### src/core/ioc_pkg.sv
// Package for the I/O cell logic: register map, field positions and config layouts.
// Assumes one 50 MHz clock and an APB slave with 32-bit data.
package ioc_pkg;
	localparam int          CLK_PERIOD_NS    = 20;
	localparam int          INPUT_DELAY_NS   = 20;
	localparam int          INPUT_DELAY_CYC  = (INPUT_DELAY_NS + CLK_PERIOD_NS - 1) / CLK_PERIOD_NS;
	localparam logic [11:0] ADDR_IN_CFG      = 12'h000;
	localparam logic [11:0] ADDR_CTL_CFG     = 12'h004;
	localparam logic [11:0] ADDR_OUT_CFG     = 12'h008;
	localparam logic [11:0] ADDR_STATUS      = 12'h00C;
	localparam logic [8:0]  IN_CFG_RESET     = 9'h000;
	localparam logic [7:0]  CTL_CFG_RESET    = 8'h00;
	localparam logic [10:0] OUT_CFG_RESET    = 11'h000;
	localparam int          IN_CFG_W         = 9;
	localparam int          CTL_CFG_W        = 8;
	localparam int          OUT_CFG_W        = 11;
	// Capture modes.
	localparam logic [1:0]  CAP_BYPASS       = 2'h0;
	localparam logic [1:0]  CAP_LATCH        = 2'h1;
	localparam logic [1:0]  CAP_FF           = 2'h2;
	localparam logic [1:0]  CAP_ZERO_HOLD    = 2'h3;
	// Three-way selects for clock enable, set/reset level and weak termination.
	localparam logic [1:0]  SEL_OFF          = 2'h0;
	localparam logic [1:0]  SEL_HIGH         = 2'h1;
	localparam logic [1:0]  SEL_LOW          = 2'h2;
	// Output flip-flop data source.
	localparam logic [1:0]  OFF_SRC_A        = 2'h0;
	localparam logic [1:0]  OFF_SRC_B        = 2'h1;
	localparam logic [1:0]  OFF_SRC_ONE      = 2'h2;
	localparam logic [1:0]  OFF_SRC_ZERO     = 2'h3;

	typedef struct packed {
		logic [2:0] path_en;      // [2] fast clock path, [1] line b, [0] line a
		logic [1:0] pull_sel;     // off, pull-up, pull-down
		logic       delay_en;
		logic       clk_invert;
		logic [1:0] cap_mode;
	} ioc_in_cfg_t;

	typedef struct packed {
		logic       lsr_value;    // 1 sets, 0 resets
		logic       gsr_enable;
		logic       lsr_over_ce;
		logic       lsr_async;
		logic [1:0] lsr_level;
		logic [1:0] ce_mode;
	} ioc_ctl_cfg_t;

	typedef struct packed {
		logic       config_done;
		logic       pad_used;
		logic       out_clk_invert;
		logic       out_clk_fast;
		logic       ts_active_low;
		logic       out_invert;
		logic       ff_data_invert;
		logic [1:0] ff_data_sel;
		logic       source_ff;
		logic       open_drain;
	} ioc_out_cfg_t;
endpackage : ioc_pkg

### src/core/ioc_cell.sv
// One programmable I/O cell: input capture, routed input paths and output stage.
// Assumes all pad and routing inputs are synchronous to i_mclk; clocks from the
// routing arrive as levels and their edges are detected here.
`timescale 1ns/1ns
module ioc_cell (
	input  wire  logic        i_mclk,
	input  wire  logic        i_rst,
	input  wire  logic        psel,
	input  wire  logic        penable,
	input  wire  logic        pwrite,
	input  wire  logic [11:0] paddr,
	input  wire  logic [31:0] pwdata,
	output logic       [31:0] prdata,
	output logic              pready,
	output logic              pslverr,
	input  wire  logic        i_pad_in,
	input  wire  logic        i_sys_clk,
	input  wire  logic        i_fast_edge_clock,
	input  wire  logic        i_clock_enable,
	input  wire  logic        i_local_set_reset,
	input  wire  logic        i_global_set_reset,
	input  wire  logic        i_out_data_a,
	input  wire  logic        i_out_data_b,
	input  wire  logic        i_out_enable,
	output logic              o_routed_input_a,
	output logic              o_routed_input_b,
	output logic              o_fast_clk_path,
	output logic              o_pad_out,
	output logic              o_pad_oe,
	output logic              o_pull_up,
	output logic              o_pull_down
);
	import ioc_pkg::*;

	ioc_in_cfg_t  in_cfg;
	ioc_ctl_cfg_t ctl_cfg;
	ioc_out_cfg_t out_cfg;
	logic         pad_q;
	logic [INPUT_DELAY_CYC-1:0] pad_dly;
	logic [INPUT_DELAY_CYC:0]   dly_chain;
	logic         in_clk_prev;
	logic         out_clk_prev;
	logic         zh_latch;
	logic         cap;
	logic         out_ff;
	logic         data_in;
	logic         in_clk;
	logic         in_edge;
	logic         out_clk;
	logic         out_edge;
	logic         ce_on;
	logic         lsr_on;
	logic         gsr_hit;
	logic         lsr_now;
	logic         off_d;
	logic         out_val;
	logic         drive_ok;
	logic         ts_on;
	logic         apb_hit;
	logic         addr_ok;

	// APB slave: one wait state, then pready for one cycle; write lands on that edge.
	assign addr_ok = (paddr == ADDR_IN_CFG) || (paddr == ADDR_CTL_CFG) ||
	                 (paddr == ADDR_OUT_CFG) || (paddr == ADDR_STATUS);
	assign apb_hit = psel && penable && pready;

	always_ff @(posedge i_mclk) begin
		if (i_rst) begin
			pready  <= 1'b0;
			pslverr <= 1'b0;
			prdata  <= 32'h0000_0000;
		end else begin
			pready  <= psel && penable && !pready;
			pslverr <= psel && penable && !pready && !addr_ok;
			prdata  <= 32'h0000_0000;
			if (psel && penable && !pready && !pwrite) begin
				unique case (paddr)
					ADDR_IN_CFG:  prdata <= {{(32-IN_CFG_W){1'b0}}, in_cfg};
					ADDR_CTL_CFG: prdata <= {{(32-CTL_CFG_W){1'b0}}, ctl_cfg};
					ADDR_OUT_CFG: prdata <= {{(32-OUT_CFG_W){1'b0}}, out_cfg};
					ADDR_STATUS:  prdata <= {27'h000_0000, o_pad_oe, pad_q, out_ff,
					                         zh_latch, cap};
					default:      prdata <= 32'h0000_0000;
				endcase
			end
		end
	end

	always_ff @(posedge i_mclk) begin
		if (i_rst) begin
			in_cfg  <= IN_CFG_RESET;
			ctl_cfg <= CTL_CFG_RESET;
			out_cfg <= OUT_CFG_RESET;
		end else if (apb_hit && pwrite) begin
			if (paddr == ADDR_IN_CFG)
				in_cfg <= pwdata[IN_CFG_W-1:0];
			if (paddr == ADDR_CTL_CFG)
				ctl_cfg <= pwdata[CTL_CFG_W-1:0];
			if (paddr == ADDR_OUT_CFG)
				out_cfg <= pwdata[OUT_CFG_W-1:0];
		end
	end

	// Pad sampling and the optional delay line on the general routing inputs.
	assign dly_chain = {pad_dly, pad_q};

	always_ff @(posedge i_mclk) begin
		if (i_rst) begin
			pad_q   <= 1'b0;
			pad_dly <= '0;
		end else begin
			pad_q   <= i_pad_in;
			pad_dly <= dly_chain[INPUT_DELAY_CYC-1:0];
		end
	end

	assign data_in  = in_cfg.delay_en ? pad_dly[INPUT_DELAY_CYC-1] : pad_q;
	assign in_clk   = i_sys_clk ^ in_cfg.clk_invert;
	assign in_edge  = in_clk && !in_clk_prev;
	assign out_clk  = (out_cfg.out_clk_fast ? i_fast_edge_clock : i_sys_clk)
	                  ^ out_cfg.out_clk_invert;
	assign out_edge = out_clk && !out_clk_prev;

	// Control senses shared by the input and output registers.
	always_comb begin
		unique case (ctl_cfg.ce_mode)
			SEL_HIGH: ce_on = i_clock_enable;
			SEL_LOW:  ce_on = !i_clock_enable;
			default:  ce_on = 1'b1;
		endcase
		unique case (ctl_cfg.lsr_level)
			SEL_HIGH: lsr_on = i_local_set_reset;
			SEL_LOW:  lsr_on = !i_local_set_reset;
			default:  lsr_on = 1'b0;
		endcase
	end

	assign gsr_hit = i_global_set_reset && ctl_cfg.gsr_enable;
	// An edge-time set/reset obeys the priority choice; with enable first it waits for enable.
	assign lsr_now = lsr_on && (ctl_cfg.lsr_over_ce || ce_on);

	always_ff @(posedge i_mclk) begin
		if (i_rst) begin
			in_clk_prev  <= 1'b0;
			out_clk_prev <= 1'b0;
		end else begin
			in_clk_prev  <= in_clk;
			out_clk_prev <= out_clk;
		end
	end

	// Fast capture latch, transparent while the fast edge clock is high.
	always_ff @(posedge i_mclk) begin
		if (i_rst)
			zh_latch <= 1'b0;
		else if (i_fast_edge_clock)
			zh_latch <= data_in;
	end

	// Input capture element.
	always_ff @(posedge i_mclk) begin
		if (i_rst)
			cap <= 1'b0;
		else if (gsr_hit)
			cap <= ctl_cfg.lsr_value;
		else if (lsr_on && ctl_cfg.lsr_async && in_cfg.cap_mode != CAP_BYPASS)
			cap <= ctl_cfg.lsr_value;
		else begin
			unique case (in_cfg.cap_mode)
				CAP_LATCH: begin
					if (in_clk && lsr_on)
						cap <= ctl_cfg.lsr_value;
					else if (in_clk)
						cap <= data_in;
				end
				CAP_FF: begin
					if (in_edge && lsr_now)
						cap <= ctl_cfg.lsr_value;
					else if (in_edge && ce_on)
						cap <= data_in;
				end
				CAP_ZERO_HOLD: begin
					if (in_edge && lsr_now)
						cap <= ctl_cfg.lsr_value;
					else if (in_edge && ce_on)
						cap <= zh_latch;
				end
				default: cap <= data_in;
			endcase
		end
	end

	// Routed input paths; a disabled path holds low.
	always_ff @(posedge i_mclk) begin
		if (i_rst) begin
			o_routed_input_a <= 1'b0;
			o_routed_input_b <= 1'b0;
			o_fast_clk_path  <= 1'b0;
		end else begin
			o_routed_input_a <= in_cfg.path_en[0] && cap;
			o_routed_input_b <= in_cfg.path_en[1] && data_in;
			o_fast_clk_path  <= in_cfg.path_en[2] && pad_q;
		end
	end

	// Output flip-flop.
	always_comb begin
		unique case (out_cfg.ff_data_sel)
			OFF_SRC_A:   off_d = i_out_data_a;
			OFF_SRC_B:   off_d = i_out_data_b;
			OFF_SRC_ONE: off_d = 1'b1;
			default:     off_d = 1'b0;
		endcase
	end

	always_ff @(posedge i_mclk) begin
		if (i_rst)
			out_ff <= 1'b0;
		else if (gsr_hit)
			out_ff <= ctl_cfg.lsr_value;
		else if (lsr_on && ctl_cfg.lsr_async)
			out_ff <= ctl_cfg.lsr_value;
		else if (out_edge && lsr_now)
			out_ff <= ctl_cfg.lsr_value;
		else if (out_edge && ce_on)
			out_ff <= off_d ^ out_cfg.ff_data_invert;
	end

	// Pad drive. Until configuration is done, or when unused, the pad floats with pull-up.
	assign out_val  = (out_cfg.source_ff ? out_ff : i_out_data_a)
	                  ^ out_cfg.out_invert;
	assign drive_ok = out_cfg.config_done && out_cfg.pad_used;
	assign ts_on    = i_out_enable ^ out_cfg.ts_active_low;

	always_ff @(posedge i_mclk) begin
		if (i_rst) begin
			o_pad_out   <= 1'b0;
			o_pad_oe    <= 1'b0;
			o_pull_up   <= 1'b1;
			o_pull_down <= 1'b0;
		end else if (!drive_ok) begin
			o_pad_out   <= 1'b0;
			o_pad_oe    <= 1'b0;
			o_pull_up   <= 1'b1;
			o_pull_down <= 1'b0;
		end else begin
			// Open drain pulls low only; a high value releases the pad.
			o_pad_out   <= out_cfg.open_drain ? 1'b0 : out_val;
			o_pad_oe    <= out_cfg.open_drain ? !out_val : ts_on;
			o_pull_up   <= in_cfg.pull_sel == SEL_HIGH;
			o_pull_down <= in_cfg.pull_sel == SEL_LOW;
		end
	end

	chk_latch_follow_data: assert property (@(posedge i_mclk) disable iff (i_rst)
		in_cfg.cap_mode == CAP_LATCH && in_clk && !lsr_on && !gsr_hit
		|=> cap == $past(data_in))
		else $error("latch not transparent while clock high");

	chk_ff_hold_no_edge: assert property (@(posedge i_mclk) disable iff (i_rst)
		in_cfg.cap_mode == CAP_FF && !in_edge && !lsr_on && !gsr_hit
		|=> $stable(cap))
		else $error("flip-flop changed without clock edge");

	chk_ce_gates_capture: assert property (@(posedge i_mclk) disable iff (i_rst)
		in_cfg.cap_mode == CAP_FF && in_edge && !ce_on && !lsr_on && !gsr_hit
		|=> $stable(cap))
		else $error("capture happened with clock enable off");

	chk_lsr_priority: assert property (@(posedge i_mclk) disable iff (i_rst)
		out_edge && lsr_on && !ce_on && !ctl_cfg.lsr_over_ce && !ctl_cfg.lsr_async
		&& !gsr_hit |=> $stable(out_ff))
		else $error("set/reset overrode clock enable priority");

	chk_gsr_forces: assert property (@(posedge i_mclk) disable iff (i_rst)
		gsr_hit |=> cap == $past(ctl_cfg.lsr_value) && out_ff == $past(ctl_cfg.lsr_value))
		else $error("chip-wide set/reset not applied");

	chk_fast_undelayed: assert property (@(posedge i_mclk) disable iff (i_rst)
		in_cfg.path_en[2] ##1 in_cfg.path_en[2] |-> o_fast_clk_path == $past(i_pad_in, 2))
		else $error("fast path delayed or wrong");

	chk_open_drain_high: assert property (@(posedge i_mclk) disable iff (i_rst)
		drive_ok && out_cfg.open_drain |=> !o_pad_out)
		else $error("open drain drove a high level");

	chk_unused_float: assert property (@(posedge i_mclk) disable iff (i_rst)
		!drive_ok |=> !o_pad_oe && o_pull_up && !o_pull_down)
		else $error("unused pad not floating with pull-up");

	chk_zero_hold_src: assert property (@(posedge i_mclk) disable iff (i_rst)
		in_cfg.cap_mode == CAP_ZERO_HOLD && in_edge && ce_on && !lsr_on && !gsr_hit
		|=> cap == $past(zh_latch))
		else $error("zero-hold flip-flop not fed by fast latch");

	chk_bypass_pass: assert property (@(posedge i_mclk) disable iff (i_rst)
		in_cfg.cap_mode == CAP_BYPASS && !gsr_hit |=> cap == $past(data_in))
		else $error("bypass capture did not follow the pad");

	chk_route_a_gate: assert property (@(posedge i_mclk) disable iff (i_rst)
		!in_cfg.path_en[0] |=> !o_routed_input_a)
		else $error("disabled routed line a not held low");

	chk_delay_line_b: assert property (@(posedge i_mclk) disable iff (i_rst)
		in_cfg.delay_en && in_cfg.path_en[1]
		|=> o_routed_input_b == $past(pad_dly[INPUT_DELAY_CYC-1]))
		else $error("routed line b not taken from the delay line");

	chk_async_reset_out: assert property (@(posedge i_mclk) disable iff (i_rst)
		lsr_on && ctl_cfg.lsr_async && !gsr_hit |=> out_ff == $past(ctl_cfg.lsr_value))
		else $error("asynchronous set/reset missed the output register");

	chk_pull_select: assert property (@(posedge i_mclk) disable iff (i_rst)
		drive_ok |=> o_pull_down == $past(in_cfg.pull_sel == SEL_LOW))
		else $error("pull-down enable does not match the termination choice");

	chk_drive_source: assert property (@(posedge i_mclk) disable iff (i_rst)
		drive_ok && !out_cfg.open_drain |=> o_pad_out == $past(out_val))
		else $error("driven pad value not taken from the selected source");

	chk_apb_answer: assert property (@(posedge i_mclk) disable iff (i_rst)
		psel && !penable ##1 psel && penable |=> pready ##1 !pready)
		else $error("APB answer not one wait state");
endmodule : ioc_cell

### config.mk
export PLATFORM = sky130hd
export DESIGN_NAME = ioc_cell
export DESIGN_NICKNAME = d
export VERILOG_FILES = /design/src/core/ioc_pkg.sv /design/src/core/ioc_cell.sv
export SDC_FILE = /design/constraint.sdc
export NUM_CORES = 1
export LEC_CHECK = 0
export ABC_CLOCK_PERIOD_IN_PS = 1900
export BUFFER_PORTS_ARGS = -buffer_cell sky130_fd_sc_hd__buf_2
export CAP_MARGIN = 40
export CELL_PAD_IN_SITES_DETAIL_PLACEMENT = 1
export CELL_PAD_IN_SITES_GLOBAL_PLACEMENT = 1
export CORE_ASPECT_RATIO = 2
export CORE_MARGIN = 5
export CORE_UTILIZATION = 32
export DETAILED_ROUTE_END_ITERATION = 8
export GPL_TIMING_DRIVEN = 0
export PLACE_DENSITY = 0.82
export SLEW_MARGIN = 20
export SYNTH_ARGS = -nofsm -noshare
export SYNTH_HDL_FRONTEND = slang
export SYNTH_SLANG_ARGS = --single-unit
### constraint.sdc
create_clock -name i_mclk -period 1.9 [get_ports i_mclk]
set_clock_uncertainty 0.2 [all_clocks]
set_input_delay 0.38 -clock i_mclk [delete_from_list [all_inputs] [get_ports i_mclk]]
set_output_delay 0.38 -clock i_mclk [all_outputs]
set_load 0.1 [all_outputs]
# [Word-level counts from Yosys, hierarchy flattened]
# Index checks and enable logic that the tools add are counted.
[word_totals] word_cells=127 input_bits=58 out_inout_bits=41 reg_bits=76
[classes] n_eq_ne=17 n_mux=21 n_reduce_logical=44 bitwise=7
[ops] op="$pmux W11 S4" n=1
[ops] op="$eq A12 B4 Y1 const B" n=2
[ops] op="$logic_and A1 B1 Y1" n=21
[ops] op="$mux W1" n=16
[ops] op="$ne A5 B5 Y1 const B" n=3
[ops] op="$eq A12 B3 Y1 const B" n=1
[ops] op="$eq A2 B2 Y1 const B" n=6
[ops] op="$logic_not A12 Y1" n=1
[ops] op="$eq A2 B1 Y1 const B" n=5
[ops] op="$logic_not A1 Y1" n=8
[ops] op="$pmux W1 S3" n=2
[ops] op="$reduce_and A2 Y1" n=3
[ops] op="$xor A1 B1 Y1" n=5
[ops] op="$logic_or A1 B1 Y1" n=4
[ops] op="$pmux W1 S2" n=2
[ops] op="$reduce_bool A4 Y1" n=1
[ops] op="$reduce_or A2 Y1" n=2
[ops] op="$reduce_and A3 Y1" n=1
[ops] op="$reduce_or A3 Y1" n=1
[ops] op="$logic_not A2 Y1" n=1
[ops] op="$not A1 Y1" n=2
[ops] op="$reduce_bool A2 Y1" n=1

# [Logic depth before layout (Yosys ltp)]
# Gate-level depths: netlist of the first run.
[depth] word_depth=9 depth_mapped=7 ltp_nobuf=7

# [Worst setup path before layout of the first run]
# OpenSTA, ideal clock, no wires.
[synth_timing] path_kind="flip-flop to flip-flop" startpoint="reg pready" endpoint="reg in_cfg[0] in the netlist's numbering" synth_period_minus_slack_ps=2435 setup_slack_ps=-535 n_path_buf=1 setup_time_ps=128 required_time_ps=1572 t_arrival_ps=2107 stages_incl_launch_ff=7 path_cell_list="dfxtp_1 and4_1 nand4_1 or3_1 buf_2 mux2i_1 nor2_1"
[synth_via] elab_chain_cells=3
[synth_rtl] element="from (decl)" line_no="ioc_cell.sv:14" source="output logic pready,"
[synth_rtl] element="from (signal assigned)" line_no="ioc_cell.sv:73" source="pready <= psel && penable && !pready;"
[synth_rtl] element="$logic_and A1 B1 Y1" line_no="ioc_cell.sv:65" source="assign apb_hit = psel && penable && pready;"
[synth_rtl] element="$logic_and A1 B1 Y1" line_no="ioc_cell.sv:94" source="end else if (apb_hit && pwrite) begin"
[synth_rtl] element="$reduce_and A2 Y1 (no line)"
[synth_rtl] element="to (signal assigned)" line_no="ioc_cell.sv:96" source="in_cfg <= pwdata[IN_CFG_W-1:0];"
[synth_rtl] element="to (decl)" line_no="ioc_cell.sv:35" source="ioc_in_cfg_t in_cfg;"
# No other way between the ends.
# A chain may end at the register's enable or synchronous reset.

# [Final worst setup path of the first run]
[layout_timing] startpoint="reg ctl_cfg[1] in the netlist's numbering" endpoint="reg out_ff"
[layout_via] elab_chain_cells=8 elab_cells_between_ends=11
[layout_rtl] element="from (decl)" line_no="ioc_cell.sv:36" source="ioc_ctl_cfg_t ctl_cfg;"
[layout_rtl] element="from (signal assigned)" line_no="ioc_cell.sv:98" source="ctl_cfg <= pwdata[CTL_CFG_W-1:0];"
[layout_rtl] element="$eq A2 B2 Y1 / $eq A2 B1 Y1 (equally long branches)" line_no="ioc_cell.sv:126" source="unique case (ctl_cfg.ce_mode)"
[layout_rtl] element="$pmux W1 S2 *" line_no="ioc_cell.sv:126"
[layout_rtl] element="$logic_or A1 B1 Y1" line_no="ioc_cell.sv:140" source="assign lsr_now = lsr_on && (ctl_cfg.lsr_over_ce || ce_on);"
[layout_rtl] element="$logic_and A1 B1 Y1" line_no="ioc_cell.sv:140"
[layout_rtl] element="$logic_and A1 B1 Y1" line_no="ioc_cell.sv:223" source="else if (out_edge && lsr_now)"
[layout_rtl] element="$mux W1" line_no="ioc_cell.sv:223"
[layout_rtl] element="$mux W1" line_no="ioc_cell.sv:221" source="else if (lsr_on && ctl_cfg.lsr_async)"
[layout_rtl] element="$mux W1" line_no="ioc_cell.sv:219" source="else if (gsr_hit)"
[layout_rtl] element="to (signal assigned)" line_no="ioc_cell.sv:220" source="out_ff <= ctl_cfg.lsr_value;"
[layout_rtl] element="to (signal assigned)" line_no="ioc_cell.sv:222" source="out_ff <= ctl_cfg.lsr_value;"
[layout_rtl] element="to (signal assigned)" line_no="ioc_cell.sv:224" source="out_ff <= ctl_cfg.lsr_value;"
[layout_rtl] element="to (decl)" line_no="ioc_cell.sv:45" source="logic out_ff;"
# Mark *: on every way between the ends. The rest lies on a longest branch, timed or not.

==> qor.yml, run 1 <==
outcome: "finished, violations left"
violations: "setup timing"
ant_nets: 0
slew_headroom_pct: 49.85
setup_slack_ns: -0.03768
synth.distinct_cells: 48
hold_violations: 0
crit_chain: "inv_2, ha_4, mux2i_2, nor3b_4, or4_4, and3_4, a211oi_2"
start_util_pct: 32.42
synth_cells: 251
setup_viol: 3
end_kind: "register"
worstMarginPinSlew_ns: 0.7522
grt_max_degree: 19
drv_cap: 0
grt.overflow.total: 0
crit_slowest_cell: "or4_4"
met3WireLength_um: 467
worstHoldPathType: "input port to register"
cts_max_level: 2
dp_hpwl_um: 6039
insertedDiodeCount: 0
dp.cells: 421
place.gp.congestion: 0.9123
root_buffer: "clkbuf_16"
vias: 2114
seq_area_mm2: 0.001112
syn_area_mm2: 0.002556
yosysSeqAreaShare_pct: 43.07
drt_first_pass_iters: 4
required_ns: 1.93
cts_hold_buf: 0
grt_usage_pct: 15.94
wl_met1_um: 2457
slew_violations: 0
p_leak_nw: 1.471
syn2layout_area_growth_pct: 29.86
clk_latency_ns: 0.30
crit_buf_inv: 1
fmax_mhz: 516.1
placeableCoreArea_mm2: 0.007885
power_density_mw_per_mm2: 745.6
fillers: 908
synth_edf_count: 0
nets: 396
wl_met2_um: 4489
whs_path_depth: 2
reg2reg_depth: 7
synthArstFlopShare_pct: 0
final_cells: 433
io_pins: 99
cts_tree: "built"
grt_first_pass_wirelength_um: 11740
synth_flop_cell: "dfxtp_1"
cpPeakStageDelay_ns: 0.53
clkSlewWorstSetupHoldPaths_ns: 0.07
row_count: 46
r2r_slack_ns: -0.04
clockBufferDepth: 2
syn_area_per_cell_um2: 10.18
top_layer: "met4"
die_height_um: 136.4
finalCritPeriodShare_pct: 102.0
ir_worst_vdd_mv: 0.3775
yosys_register_bits: 55
grt_setup_unrepaired: "yes"
path_class: "register to register"
drc_errors: 0
fin_crit_ns: 1.938
crit_arrival_ns: 1.97
numCtsBuffers: 5
grt_pass1_vias: 2389
die_area_mm2: 0.009984
totalWireLength_um: 7784
drt_iter0_drc: 58
critPathMaxFanout: 4
critPathLaunchType: "register"
drive_gt1_share_pct: 36.50
path_delay_family: "simple AND/OR/NAND/NOR gates"
portBuffers: 54
fp.dieW_um: 73.20
dp_slack_ns: -0.3238
yosysWarnings: 0
multiInputGateArea_mm2: 0.001385
grt_antenna_before_repair: 0
via_per_inst: 4.882
numClockSinks: 55
cp.depth: 7
wire_per_inst_um: 17.98
final cells by class:
cell class	instances	share of cell area [%]
clock inverters	3	0.7162
clock buffers	5	3.769
well taps	96	3.619
flip-flops and latches	55	33.51
plain buffers	32	6.822
multi-input cells	179	41.73
repair buffers	58	9.273
inverters	5	0.5654
timing repair:
item,in CTS,in global routing
hold endpoints to repair,0,0
setup endpoints to repair,4,27
buffers inserted,1,1
gates resized for setup,13,16
pin swaps,3,1
gates cloned,0,2
state kept, by name (all words and copies together), names as in the netlist, 8 cells and up:
signal,flops
prdata,11
in_cfg,9
ctl_cfg,8
out_cfg,11
layer usage:
metal	vias to the layer above	GRT usage [%]
li1	998	-
met1	1017	13.71
met2	81	30.81
met3	18	3.109
met4	0	11.09
met5	-	0
cell usage in the layout, fill, tap and decap left out, drive strengths merged, types with 2 or more instances in the layout:
master | synthesis | final
buf | 29 | 87
dfxtp | 55 | 55
nor2 | 41 | 41
mux2i | 38 | 38
conb | 1 | 21
nor2b | 10 | 10
clkbuf | 3 | 8
nor3 | 7 | 7
inv | 5 | 6
a21oi | 5 | 5
o21ai | 5 | 5
mux4 | 5 | 5
xor2 | 4 | 4
nand2 | 3 | 3
nor3b | 3 | 3
and3 | 3 | 3
mux2 | 2 | 2
o211a | 2 | 2
nand2b | 2 | 2
xnor2 | 2 | 2
a21o | 2 | 2
and2 | 2 | 2
nand3 | 2 | 2
nor4 | 2 | 2
nor4b | 2 | 2
ha | 2 | 2
clkinvlp | 0 | 2
or4 | 2 | 2
synthesized netlist by cell type (2+ instances only):
library cell / count / area [um^2]
nor3_1: 5 / 25.02
nor4b_2: 2 / 30.03
ha_1: 2 / 25.02
xnor2_1: 2 / 17.52
and2_1: 2 / 12.51
nor4_2: 2 / 25.02
o21ai_0: 4 / 20.02
mux2_2: 2 / 22.52
nor2_1: 40 / 150.1
a21oi_1: 5 / 25.02
nor3b_1: 2 / 15.01
o211a_1: 2 / 20.02
mux4_1: 2 / 52.55
xor2_1: 4 / 35.03
buf_2: 6 / 30.03
nand2b_1: 2 / 12.51
a21o_1: 2 / 15.01
dfxtp_1: 55 / 1101
nor2b_1: 10 / 62.56
nand2_1: 3 / 11.26
mux2i_1: 38 / 380.4
mux4_2: 3 / 67.56
buf_4: 22 / 165.2
and3_1: 2 / 12.51
nor3_2: 2 / 20.02
clkbuf_1: 3 / 11.26
inv_1: 5 / 18.77
nand3_1: 2 / 10.01
power by group:
group          switching [mW]  internal (mW)  leakage, nW
logic                   0.285         0.0891        0.957
clock network           0.445          0.494       0.0664
registers             0.00494           1.16        0.447
total                   0.735           1.74         1.47
through the flow:
stage               total power, mW  util (%)  cell area (um^2)  hold WS [ns]  setup TNS (ns)
finish                        2.475     42.10              3319        0.1136        -0.06954
global route                  2.550     42.10              3319        0.1431         -0.8632
CTS                           2.487     41.02              3234        0.1215        -0.06244
detailed placement            1.555     38.40              3028        0.2283          -9.246
global placement              1.549     38.40              3028        0.2160          -7.180
floorplan                     1.477         -              2638        0.2360               0
kinds of logic after synthesis:
group | Yosys count | share of synthesized area, %
AOI/OAI and AO/OA | 20 | 5.433
xor gates and xnor gates | 6 | 2.056
other | 1 | 0.1467
and+or+nand+nor | 85 | 18.89
buffers and inverters | 37 | 8.957
DFF | 55 | 43.07
muxes | 45 | 20.46
adders and majority gates | 2 | 0.9788
worst register-to-register path: stages, from the launching register on:
cell and delay [ns]:
dfxtp_4 0.37, inv_2 0.06, ha_4 0.12, mux2i_2 0.07
nor3b_4 0.17, or4_4 0.53, and3_4 0.19, a211oi_2 0.17
worst paths after layout:
kind | end | start
setup / recovery | out_ff$_SDFFE_PP0P_ | ctl_cfg[1]$_SDFFE_PP0P_
hold / removal | pad_q$_SDFF_PP0_ | i_pad_in
setup reg to reg | out_ff$_SDFFE_PP0P_ | ctl_cfg[1]$_SDFFE_PP0P_
hold reg to reg | o_fast_clk_path$_SDFF_PP0_ | in_cfg[8]$_SDFFE_PP0P_
Note: power is estimated with default switching activity, not from simulation.
==> run 2, diff against run 1 <==
Settings changed: TNS_END_PERCENT set to 5.
==> run 2 against run 1 <==
  * The run still ends with setup timing left
  * Power shrank 0.16%
  * Non-clock buffer count shrank 3
  * Sequential cell count is the same
  * Routed wire length shrank 0.99%
  * Cell count shrank 0.69%
  * Final area shrank 1.6%
  * First-iteration DRC count shrank 34%
  * Clock power is essentially flat
  * Critical path type unchanged
  * Highest routed layer unchanged
==> qor.yml, run 2 (same netlist as run 1, synthesis figures left out) <==
nets: 393
io_pins: 99
holdPathEnd: "pad_q$_SDFF_PP0_"
hold_violations: 0
hp-start: "i_pad_in"
root_buffer: "clkbuf_16"
vias: 2081
required_ns: 1.93
rr_endpoint: "out_ff$_SDFFE_PP0P_"
drv_cap: 0
die_height_um: 136.4
crit_arrival_ns: 1.96
setup_slack_ns: -0.02947
setup_viol: 1
drive_gt1_share_pct: 35.03
grt.overflow.total: 0
wire_per_inst_um: 17.92
crit_slowest_cell: "or4_4"
place_area_mm2: 0.003028
drt_first_pass_iters: 4
p_leak_nw: 1.453
totalWireLength_um: 7707
p_clk_share_pct: 38.0
r2r_start: "ctl_cfg[0]$_SDFFE_PP0P_"
placeableCoreArea_mm2: 0.007885
start_util_pct: 32.42
final_cell_mix: "buf_2, dfxtp_1, nor2_1"
die_area_mm2: 0.009984
cpPeakStageDelay_ns: 0.52
path_class: "register to register"
outcome: "finished, violations left"
grt_setup_unrepaired: "yes"
cts_max_level: 2
r2r_slack_ns: -0.03
multiInputGateArea_mm2: 0.001365
fin_area_mm2: 0.003266
syn2layout_area_growth_pct: 27.75
reg2reg_depth: 7
violations: "setup timing"
layout_commonest_cell: "buf_2"
clkSlewWorstSetupHoldPaths_ns: 0.07
fp.dieW_um: 73.20
portBuffers: 54
dp_slack_ns: -0.3238
reg_top3: "out_cfg (11), prdata (11), in_cfg (9)"
fmax_mhz: 518.3
finalCritPeriodShare_pct: 101.6
place.gp.congestion: 0.9123
fin_crit_ns: 1.929
dp_hpwl_um: 6039
path_delay_family: "simple AND/OR/NAND/NOR gates"
worstHoldPathType: "input port to register"
ant_nets: 0
cts_hold_buf: 0
worstMarginPinSlew_ns: 0.7453
p_seq_share_pct: 47.0
insertedDiodeCount: 0
via_per_inst: 4.840
slew_headroom_pct: 50.31
drc_errors: 0
seq_area_mm2: 0.001112
end_kind: "register"
row_count: 46
cts_tree: "built"
whs_path_depth: 2
drt_iter0_drc: 38
grt_max_degree: 19
p_switching_mw: 0.7322
grt_usage_pct: 15.94
p_sw_share_pct: 29.63
numClockSinks: 55
power_density_mw_per_mm2: 756.7
p_int_mw: 1.739
critPathLaunchType: "register"
grt_first_pass_wirelength_um: 11740
crit_chain: "inv_2, ha_4, mux2i_2, nor3b_4, or4_4, and3_4, a211oi_2"
whs_ns: 0.1120
fillers: 908
slew_violations: 0
power_mw: 2.471
crit_buf_inv: 1
critPathMaxFanout: 3
clockBufferDepth: 2
comb_power_share_pct: 15.0
ir_worst_vdd_mv: 0.3772
numCtsBuffers: 5
grt_pass1_vias: 2389
grt_antenna_before_repair: 0
post-route-util_pct: 41.42
clk_latency_ns: 0.30
[run 2: timing repair]
action                                  4_1_cts  5_1_grt
pin swaps                                     3        2
endpoints found under the setup margin        4       27
gates resized for setup                      13        5
setup buffers                                 1        0
[run 2: stage by stage]
stage	instances	setup TNS, ns
after floorplan	271	0
after CTS	430	-0.06244
final	430	-0.02947
after global placement	421	-7.180
after detailed placement	421	-9.246
after global routing	430	-0.6796
[run 2: how the worst max path moves through the flow]
stage,from,endpoint,depth (start not counted)
global placement,paddr[5],ctl_cfg[3]$_SDFFE_PP0P_,7
floorplan,pready$_SDFF_PP0_,in_cfg[0]$_SDFFE_PP0P_,6
finish,ctl_cfg[0]$_SDFFE_PP0P_,out_ff$_SDFFE_PP0P_,7
detailed placement,paddr[5],ctl_cfg[2]$_SDFFE_PP0P_,7
CTS,ctl_cfg[1]$_SDFFE_PP0P_,out_ff$_SDFFE_PP0P_,7
global route,ctl_cfg[1]$_SDFFE_PP0P_,out_ff$_SDFFE_PP0P_,7
[run 2: power groups by stage]
| stage | Clock [mW] | Combinational, mW | Sequential [mW] |
|---|---|---|---|
| 6_report | 0.938 | 0.371 | 1.16 |
| 3_5_place_dp | 0 | 0.363 | 1.19 |
| 2_1_floorplan | 0 | 0.275 | 1.20 |
| 4_1_cts | 0.960 | 0.364 | 1.16 |
| 5_1_grt | 0.997 | 0.387 | 1.16 |
| 3_3_place_gp | 0 | 0.357 | 1.19 |
[run 2: metal layers]
metal,vias to the layer above,GRT usage (%),wire length (um)
li1,991,-,-
met1,998,13.71,2444
met2,72,30.81,4422
met3,20,3.109,447
met4,0,11.09,393
met5,-,0,0
[run 2: worst register-to-register path, cell delays in order, from the launching register on]
cell	delay [ns]
dfxtp_4	0.37
inv_2	0.07
ha_4	0.12
mux2i_2	0.07
nor3b_4	0.17
or4_4	0.52
and3_4	0.19
a211oi_2	0.17
[run 2: area by class of cell]
class | count | share of cell area [%]
plain buffers | 32 | 6.820
clock buffers | 5 | 3.831
clock inverters | 3 | 0.7280
inverters | 5 | 0.5747
multi-input cells | 179 | 41.80
flip-flops and latches | 55 | 34.06
well taps | 96 | 3.678
repair buffers | 55 | 8.506
